File: src/verilog/irq_wake_defines.svh
// offsets, field positions, reset values and timing counts of the interrupt block
`ifndef IRQ_WAKE_DEFINES_SVH
`define IRQ_WAKE_DEFINES_SVH
// ==========================================
// register offsets
`define IRQ_OFS_CTRL 4'h0
`define IRQ_OFS_FLAG 4'h1
`define IRQ_OFS_FLAG_SET 4'h2
`define IRQ_OFS_SRC_EN 4'h3
`define IRQ_OFS_PERIPH_EN 4'h4
`define IRQ_OFS_IRQ_SPEED 4'h5
`define IRQ_OFS_CUR_SPEED 4'h6
`define IRQ_OFS_VEC_HIGH 4'h7
`define IRQ_OFS_VEC_LOW 4'h8
`define IRQ_OFS_SAVED_HIGH 4'h9
`define IRQ_OFS_SAVED_LOW 4'hA
`define IRQ_OFS_TIMER0 4'hB
`define IRQ_OFS_CONFIG 4'hC
`define IRQ_OFS_STATUS 4'hD
// ==========================================
// control register fields
`define IRQ_CTRL_GIE 7
`define IRQ_CTRL_WDT_RUN 1
`define IRQ_CTRL_RTT_RUN 0
// ==========================================
// speed setting fields
`define IRQ_SPD_PLL_OFF 7
`define IRQ_SPD_OSC_OFF 6
`define IRQ_SPD_STOP 5
`define IRQ_SPD_SRC 4
`define IRQ_SPD_RESET 8'h93
// ==========================================
// config word fields
`define IRQ_CFG_SYNC 0
`define IRQ_CFG_PLL_LO 1
`define IRQ_CFG_OSC_LO 4
`define IRQ_CFG_RESET 8'h00
// ==========================================
// return option bits
`define IRQ_RETI_SPEED 2
`define IRQ_RETI_VEC 1
`define IRQ_RETI_T0 0
// ==========================================
// timing counts in core cycles
`define IRQ_SYNC_CYC 16'h0002
`define IRQ_STALL_CYC 16'h0003
`define IRQ_ENTRY_CYC 16'h0003
`define IRQ_RETI_CYC 16'h0003
`endif

File: src/verilog/irq_wake_pkg.sv
// types of the interrupt and wake block
package irq_wake_pkg;
    typedef enum logic [1:0] {
        S_IDLE,
        S_ENTRY,
        S_RETI
    } irq_state_t;

    typedef struct packed {
        logic global_irq_enable;
        logic [1:0] tmr_run;
        logic [7:0] flag;
        logic [7:0] src_en;
        logic [7:0] periph_en;
        logic [7:0] irq_spd;
        logic [7:0] cur_spd;
        logic [1:0][7:0] shd_spd;
        logic [1:0][15:0] shd_pc;
        logic [1:0] depth;
        logic [15:0] vec;
        logic [7:0] t0;
        logic [7:0] cfg;
        logic req_p1;
        logic req_p2;
        irq_state_t st;
        logic [15:0] cnt;
        logic take;
        logic pc_load;
        logic [15:0] pc_val;
        logic chip_rst;
        logic [7:0] rdata;
    } irq_regs_t;
endpackage
File: src/verilog/cpu_interrupt_and_wake_logic.sv
// interrupt control, speed switch on entry, return handling and clock stop wake
//
// Implementation choices: the address-and-strobe port and the address map.
`timescale 1ns/1ps
`include "irq_wake_defines.svh"

// Contract
// - taking interrupt clears global enable
// - return instruction sets global enable again
// - control bit 7 write sets global enable
// - clearing enable inside handler changes nothing
// - enable in handler nests, two-deep shadow
// - latency ends when handler enters execute
// - port source adds two sync cycles
// - program memory stall adds three cycles
// - entry shadows speed, loads interrupt speed
// - same source entry takes three cycles
// - source change adds slower clock period
// - oscillator or pll restart adds startup delay
// - return option bit 2 restores speed
// - return option bit 1 reloads vector
// - return option bit 0 adds w to timer0
// - return takes one plus two cycles
// - disabled peripheral cannot set its flag
// - software set flag interrupts regardless
// - interrupt logic and timers run when stopped
// - port and timer events wake without reset
// - watchdog, brownout, reset pin reset chip
// - request needs flag, source and global enable
// - request drops two cycles after clear
// - entry saves pc, jumps to vector
module cpu_interrupt_and_wake_logic #(
    parameter int NSRC = 8,
    parameter logic [7:0] PORT_MASK = 8'h0F,
    parameter logic [7:0] RTT_MASK = 8'h10,
    parameter logic [15:0] SRC_SWITCH_CYC = 16'h0008,
    parameter logic [15:0] WAKE_UNIT_CYC = 16'h0010
) (
    input wire logic i_clk,
    input wire logic i_srst,
    input wire logic [3:0] i_addr,
    input wire logic [7:0] i_wdata,
    input wire logic i_wr,
    input wire logic i_rd,
    output logic [7:0] o_rdata,
    input wire logic [7:0] i_evt,
    input wire logic [15:0] i_pc,
    input wire logic i_pm_stall,
    input wire logic i_reti,
    input wire logic [2:0] i_reti_opt,
    input wire logic [7:0] i_w,
    input wire logic i_t0_tick,
    input wire logic i_wdt_ovf,
    input wire logic i_brownout,
    input wire logic i_rst_pin,
    output logic o_take,
    output logic o_pc_load,
    output logic [15:0] o_pc_val,
    output logic [7:0] o_speed,
    output logic o_clk_stop,
    output logic o_wdt_run,
    output logic o_rtt_run,
    output logic o_chip_reset
);
    // ==========================================
    // helpers
    function automatic logic [15:0] wake_delay(input logic [2:0] code);
        wake_delay = 16'((17'(code) + 17'h0_0001) * 17'(WAKE_UNIT_CYC));
    endfunction

    irq_wake_pkg::irq_regs_t r_ff;
    irq_wake_pkg::irq_regs_t nxt_r;

    logic [7:0] pend;
    logic [15:0] extra;
    logic [15:0] pc_inc;
    logic nest;

    // ==========================================
    // next state
    always_comb begin
        nxt_r = r_ff;
        nxt_r.take = 1'b0;
        nxt_r.pc_load = 1'b0;
        nxt_r.chip_rst = 1'b0;
        nxt_r.rdata = 8'h00;
        pend = r_ff.flag & r_ff.src_en;
        extra = `IRQ_ENTRY_CYC - 16'h0001;
        pc_inc = i_pc + 16'h0001;
        nest = r_ff.depth != 2'h0;

        // request gating and two stage drop after a clear
        nxt_r.req_p1 = (|pend) & r_ff.global_irq_enable;
        nxt_r.req_p2 = r_ff.req_p1;

        // software writes
        if (i_wr) begin
            if (i_addr == `IRQ_OFS_CTRL) begin
                // in a handler gie is already low, so clearing is a no-op
                nxt_r.global_irq_enable = i_wdata[`IRQ_CTRL_GIE];
                nxt_r.tmr_run = i_wdata[1:0];
            end else if (i_addr == `IRQ_OFS_FLAG) begin
                nxt_r.flag = r_ff.flag & ~i_wdata;
            end else if (i_addr == `IRQ_OFS_FLAG_SET) begin
                nxt_r.flag = r_ff.flag | i_wdata;
            end else if (i_addr == `IRQ_OFS_SRC_EN) begin
                nxt_r.src_en = i_wdata;
            end else if (i_addr == `IRQ_OFS_PERIPH_EN) begin
                nxt_r.periph_en = i_wdata;
            end else if (i_addr == `IRQ_OFS_IRQ_SPEED) begin
                nxt_r.irq_spd = i_wdata;
            end else if (i_addr == `IRQ_OFS_VEC_HIGH) begin
                nxt_r.vec[15:8] = i_wdata;
            end else if (i_addr == `IRQ_OFS_VEC_LOW) begin
                nxt_r.vec[7:0] = i_wdata;
            end else if (i_addr == `IRQ_OFS_TIMER0) begin
                nxt_r.t0 = i_wdata;
            end else if (i_addr == `IRQ_OFS_CONFIG) begin
                nxt_r.cfg = i_wdata;
            end
        end

        // hardware set wins over a clear in the same cycle
        nxt_r.flag = nxt_r.flag | (i_evt & r_ff.periph_en);

        if (i_t0_tick) begin
            nxt_r.t0 = nxt_r.t0 + 8'h01;
        end

        // clock stop: flags keep collecting while the core clock is gone
        if (r_ff.cur_spd[`IRQ_SPD_STOP] && (|(pend & (PORT_MASK | RTT_MASK)))) begin
            nxt_r.cur_spd[`IRQ_SPD_STOP] = 1'b0;
        end
        nxt_r.chip_rst = i_wdt_ovf | i_brownout | i_rst_pin;

        case (r_ff.st)
            irq_wake_pkg::S_IDLE: begin
                if (i_reti && nest) begin
                    nxt_r.global_irq_enable = 1'b1;
                    nxt_r.depth = r_ff.depth - 2'h1;
                    nxt_r.pc_val = r_ff.shd_pc[0];
                    nxt_r.shd_pc[0] = r_ff.shd_pc[1];
                    nxt_r.shd_spd[0] = r_ff.shd_spd[1];
                    if (i_reti_opt[`IRQ_RETI_SPEED]) begin
                        nxt_r.cur_spd = r_ff.shd_spd[0];
                    end
                    if (i_reti_opt[`IRQ_RETI_VEC]) begin
                        nxt_r.vec = pc_inc;
                    end
                    if (i_reti_opt[`IRQ_RETI_T0]) begin
                        nxt_r.t0 = nxt_r.t0 + i_w;
                    end
                    nxt_r.cnt = `IRQ_RETI_CYC - 16'h0001;
                    nxt_r.st = irq_wake_pkg::S_RETI;
                end else if (r_ff.req_p2 && r_ff.global_irq_enable && r_ff.depth != 2'h2) begin
                    // a third level would overrun the two-deep shadow
                    nxt_r.global_irq_enable = 1'b0;
                    nxt_r.depth = r_ff.depth + 2'h1;
                    nxt_r.shd_pc[1] = r_ff.shd_pc[0];
                    nxt_r.shd_pc[0] = i_pc;
                    nxt_r.shd_spd[1] = r_ff.shd_spd[0];
                    nxt_r.shd_spd[0] = r_ff.cur_spd;
                    nxt_r.cur_spd = r_ff.irq_spd;
                    if (|(pend & PORT_MASK) && !r_ff.cfg[`IRQ_CFG_SYNC]) begin
                        extra = extra + `IRQ_SYNC_CYC;
                    end
                    if (i_pm_stall) begin
                        extra = extra + `IRQ_STALL_CYC;
                    end
                    if (r_ff.cur_spd[`IRQ_SPD_SRC] != r_ff.irq_spd[`IRQ_SPD_SRC]) begin
                        extra = extra + SRC_SWITCH_CYC;
                    end
                    // with both restarting only the oscillator delay counts
                    if (r_ff.cur_spd[`IRQ_SPD_OSC_OFF] && !r_ff.irq_spd[`IRQ_SPD_OSC_OFF]) begin
                        extra = extra + wake_delay(r_ff.cfg[`IRQ_CFG_OSC_LO +: 3]);
                    end else if (r_ff.cur_spd[`IRQ_SPD_PLL_OFF]
                                 && !r_ff.irq_spd[`IRQ_SPD_PLL_OFF]) begin
                        extra = extra + wake_delay(r_ff.cfg[`IRQ_CFG_PLL_LO +: 3]);
                    end
                    nxt_r.cnt = extra;
                    nxt_r.st = irq_wake_pkg::S_ENTRY;
                end
            end
            irq_wake_pkg::S_ENTRY: begin
                if (r_ff.cnt == 16'h0000) begin
                    nxt_r.take = 1'b1;
                    nxt_r.pc_load = 1'b1;
                    nxt_r.pc_val = r_ff.vec;
                    nxt_r.st = irq_wake_pkg::S_IDLE;
                end else begin
                    nxt_r.cnt = r_ff.cnt - 16'h0001;
                end
            end
            irq_wake_pkg::S_RETI: begin
                if (r_ff.cnt == 16'h0001) begin
                    nxt_r.pc_load = 1'b1;
                    nxt_r.st = irq_wake_pkg::S_IDLE;
                end else begin
                    nxt_r.cnt = r_ff.cnt - 16'h0001;
                end
            end
            default: begin
                nxt_r.st = irq_wake_pkg::S_IDLE;
            end
        endcase

        // reads answer the cycle after the strobe
        if (i_rd) begin
            if (i_addr == `IRQ_OFS_CTRL) begin
                nxt_r.rdata = {r_ff.global_irq_enable, 5'h00, r_ff.tmr_run};
            end else if (i_addr == `IRQ_OFS_FLAG || i_addr == `IRQ_OFS_FLAG_SET) begin
                nxt_r.rdata = r_ff.flag;
            end else if (i_addr == `IRQ_OFS_SRC_EN) begin
                nxt_r.rdata = r_ff.src_en;
            end else if (i_addr == `IRQ_OFS_PERIPH_EN) begin
                nxt_r.rdata = r_ff.periph_en;
            end else if (i_addr == `IRQ_OFS_IRQ_SPEED) begin
                nxt_r.rdata = r_ff.irq_spd;
            end else if (i_addr == `IRQ_OFS_CUR_SPEED) begin
                nxt_r.rdata = r_ff.cur_spd;
            end else if (i_addr == `IRQ_OFS_VEC_HIGH) begin
                nxt_r.rdata = r_ff.vec[15:8];
            end else if (i_addr == `IRQ_OFS_VEC_LOW) begin
                nxt_r.rdata = r_ff.vec[7:0];
            end else if (i_addr == `IRQ_OFS_SAVED_HIGH) begin
                nxt_r.rdata = r_ff.shd_pc[0][15:8];
            end else if (i_addr == `IRQ_OFS_SAVED_LOW) begin
                nxt_r.rdata = r_ff.shd_pc[0][7:0];
            end else if (i_addr == `IRQ_OFS_TIMER0) begin
                nxt_r.rdata = r_ff.t0;
            end else if (i_addr == `IRQ_OFS_CONFIG) begin
                nxt_r.rdata = r_ff.cfg;
            end else if (i_addr == `IRQ_OFS_STATUS) begin
                nxt_r.rdata = {4'h0, r_ff.req_p2, r_ff.depth, r_ff.cur_spd[`IRQ_SPD_STOP]};
            end else begin
                nxt_r.rdata = 8'h00;
            end
        end
    end

    // ==========================================
    // state register
    always_ff @(posedge i_clk) begin
        if (i_srst) begin
            r_ff <= '0;
            r_ff.cur_spd <= `IRQ_SPD_RESET;
            r_ff.shd_spd <= '0;
            r_ff.cfg <= `IRQ_CFG_RESET;
            r_ff.st <= irq_wake_pkg::S_IDLE;
        end else begin
            r_ff <= nxt_r;
        end
    end

    // ==========================================
    // outputs
    assign o_rdata = r_ff.rdata;
    assign o_take = r_ff.take;
    assign o_pc_load = r_ff.pc_load;
    assign o_pc_val = r_ff.pc_val;
    assign o_speed = r_ff.cur_spd;
    assign o_clk_stop = r_ff.cur_spd[`IRQ_SPD_STOP];
    assign o_wdt_run = r_ff.tmr_run[`IRQ_CTRL_WDT_RUN];
    assign o_rtt_run = r_ff.tmr_run[`IRQ_CTRL_RTT_RUN];
    assign o_chip_reset = r_ff.chip_rst;
endmodule // cpu_interrupt_and_wake_logic

File: config.mk
export PLATFORM = sky130hd
export DESIGN_NAME = cpu_interrupt_and_wake_logic
export DESIGN_NICKNAME = d
export VERILOG_FILES = /design/src/verilog/irq_wake_pkg.sv /design/src/verilog/cpu_interrupt_and_wake_logic.sv
export VERILOG_INCLUDE_DIRS = /design/src /design/src/verilog
export SDC_FILE = /design/constraint.sdc
export NUM_CORES = 1
export LEC_CHECK = 0
export BUFFER_PORTS_ARGS = -buffer_cell sky130_fd_sc_hd__buf_2
export CAP_MARGIN = 0
export CORE_MARGIN = 2
export CORE_UTILIZATION = 54
export DETAILED_ROUTE_END_ITERATION = 7
export PLACE_DENSITY = 0.77
export SLEW_MARGIN = 0
export SYNTH_ARGS = -nofsm -noshare
export SYNTH_HDL_FRONTEND = slang
export SYNTH_SLANG_ARGS = --single-unit
File: constraint.sdc
create_clock -name i_clk -period 3.35 [get_ports i_clk]
set_clock_uncertainty 0.1 [all_clocks]
set_input_delay 0.1675 -clock i_clk [delete_from_list [all_inputs] [get_ports i_clk]]
set_output_delay 0.1675 -clock i_clk [all_outputs]
set_load 0.01 [all_outputs]
==> flow_metrics.tcl <==
set metrics [dict create \
    worstMarginPinSlew_ps 1200 \
    core_sq_mm 0.0180 \
    antenna_found_initial 0 \
    ys_ff_latch 172 \
    cts.sinks 172 \
    syn_avg_cell_area_sq_um 7.68 \
    syn2layout_area_growth_pct 11.1 \
    p_per_area_mw_per_mm2 406 \
    diodes 0 \
    register_area_sq_mm 0.00344 \
    synth_edf_count 0 \
    avgViaCountPerCell 6.32 \
    track_usage_pct 30.5 \
    wl_per_cell_microns 19.3 \
    required_ps 3610 \
    status "complete, no violations" \
    first_global_vias 9044 \
    met2WireLength_microns 13900 \
    crit_path_end_kind "register" \
    fill_cells 1619 \
    grt_max_degree 72 \
    setup-tns-final_ps 0 \
    drc 0 \
    path_cells "a21boi_0 > or2_2 > ha_1 > nand4_1 > xor2_1 > mux2i_1 > ha_1 > nand3_1 > o2111a_1 > or4_1 > nand2_1 > mux2i_1" \
    peakVddDrop_mv 0.389 \
    first_iter_violations 1194 \
    holdBufCountCts 12 \
    fin_util_pct 61.0 \
    yosysTopAreaCell "dfxtp_1" \
    clock_latency_ps 430 \
    ctsHtreeMaxLevel 4 \
    multiInputGateArea_sq_mm 0.00563 \
    clockBufferDepth 2 \
    synth_seq_area_share_pct 34.9 \
    finalMaxSlewViolations 0 \
    period_needed_ps 3150 \
    worstSetupPathType "reg2reg" \
    routed_wl_microns 30100 \
    grt_pass1_wl_microns 47800 \
    first_pass_iters 6 \
    dieHeight_microns 139 \
    wl_met1_microns 12000 \
    synth_top_area_share_pct 34.9 \
    ctsRootBufferMaster "clkbuf_16" \
    floorplan.initialDensity_pct 54.9 \
    nets 1394 \
    synthArstFlopShare_pct 0 \
    path_clk_slew_ps 70 \
    hold_viol 0 \
    io_buffers 94 \
    drv_cap 0 \
    die_x_microns 139 \
    cp-start-kind "register" \
    ys_types 76 \
    synthTopCellsByCount "dfxtp_1, nand2_1, nor2_1" \
    slew_headroom_pct 19.7 \
    die_area_sq_mm 0.0194 \
    leakage_nw 4.18 \
    detail-route-antenna-nets 0 \
    syn_inst 1285 \
    arrival_ps 3410 \
    drive_gt1_share_pct 13.5 \
    gr-total-overflow 0 \
    rows 49 \
    wl_met3_microns 2640 \
    cts_setup_buffers 0 \
    post_cts_resized 0 \
    top_level_ports 95 \
    hp-class "in2reg" \
    num_vias 9843 \
    syn_area_sq_mm 0.00986 \
    syn_nets 1363 \
    dp_hpwl_microns 20800 \
    setup_viol 0 \
    fmax_ghz 0.318 \
    dr.max_layer_used "met4" \
    ys_warn_count 0 \
    yosysMostFrequentCell "dfxtp_1" \
    crit_path_top_delay_cell "or4_1" \
    finalCritPeriodShare_pct 93.9 \
    cpPeakStageDelay_ps 480 \
    cts_tree "done" \
    synth.area.top_cells "dfxtp_1, nand2_1, nor2_1, a21oi_1, o21ai_0" \
    cts_made_buffers 17 \
    gp_congestion 0.956 \
    ys.flop_type "dfxtp_1" \
    rsz0062_at_grt "false" \
    crit_fanout 6 \
]
## worst max-delay path, delay by kind of cell (launching register included)
| kind | cells | cell delay [ps] |
|---|---|---|
| flops | 1 | 380 |
| simple gates | 5 | 990 |
| compound gates | 2 | 540 |
| xor+xnor | 1 | 190 |
| mux | 2 | 330 |
| fa+ha+maj | 2 | 540 |
## cell families after synthesis
logic type	Yosys count	share of synthesized area (%)
buf+inv	174	8.09
fa+ha+maj	21	2.74
mux	44	4.59
simple gates	494	24.0
xor+xnor	27	2.40
compound gates	353	23.3
flops	172	34.9
## cell usage in the layout (no fill, tap or decap), types with 10 or more instances in the layout
cell type,n
ha_1,20
a311oi_1,16
nand4_1,18
o21a_1,12
a221oi_1,24
dlygate4sd3_1,12
a211oi_1,17
a22oi_1,17
and2_1,15
inv_1,47
nand3_1,53
dfxtp_1,172
mux2i_1,34
a21oi_1,94
o21ai_0,94
clkbuf_16,17
buf_2,93
nor2b_1,13
nor2_1,135
mux2_2,10
nand2_1,158
a22o_1,12
buf_4,31
xor2_1,19
nor3_1,43
## where the power goes
part	leakage, nW	switching [mW]	total [mW]	internal (mW)
Clock	0.291	0.903	1.99	1.09
Sequential	1.39	0.0167	2.08	2.06
Combinational	2.50	0.241	0.378	0.137
## state kept, by name (all words and copies together), names as in the netlist
name,count
o_pc_load,1
o_pc_val,16
nxt_r,1
o_rtt_run,1
o_speed,8
o_chip_reset,1
o_rdata,8
r_ff,134
o_take,1
o_wdt_run,1
## area by class of cell
type	instances	share of cell area, %
well taps	229	2.61
multi-input cells	939	51.3
inverters	49	1.68
repair buffers	137	7.65
clock inverters	12	1.19
flip-flops and latches	172	31.4
clock buffers	19	4.13
## metrics by stage
step	cell area [sq um]	setup slack (ps)	hold slack [ps]	power, mW	std cells
floorplan	9860	95.3	187	2.34	1285
global placement	10300	165	278	2.48	1514
detailed placement	10300	7.95	287	2.48	1514
CTS	11000	252	11.9	4.45	1557
global route	11000	5.23	28.7	4.56	1557
finish	11000	204	17.0	4.45	1557
## path summary, 6_finish.rpt
path | startpoint | to | slack (ps) | cells past startpoint
setup reg to reg | r_ff[55] | r_ff[62] | 200 | 12
hold reg to reg | nxt_r[45] | r_ff[45] | 350 | 1
setup / recovery | r_ff[55] | r_ff[62] | 200 | 12
hold / removal | i_pc[7] | r_ff[70] | 20 | 4
## layer usage
metal | GRT usage, % | vias to the layer above
li1 | - | 4627
met1 | 38.5 | 4563
met2 | 49.1 | 525
met3 | 6.18 | 128
met4 | 16.7 | 0
met5 | 0 | -
Power figures use the tool's default switching activity.
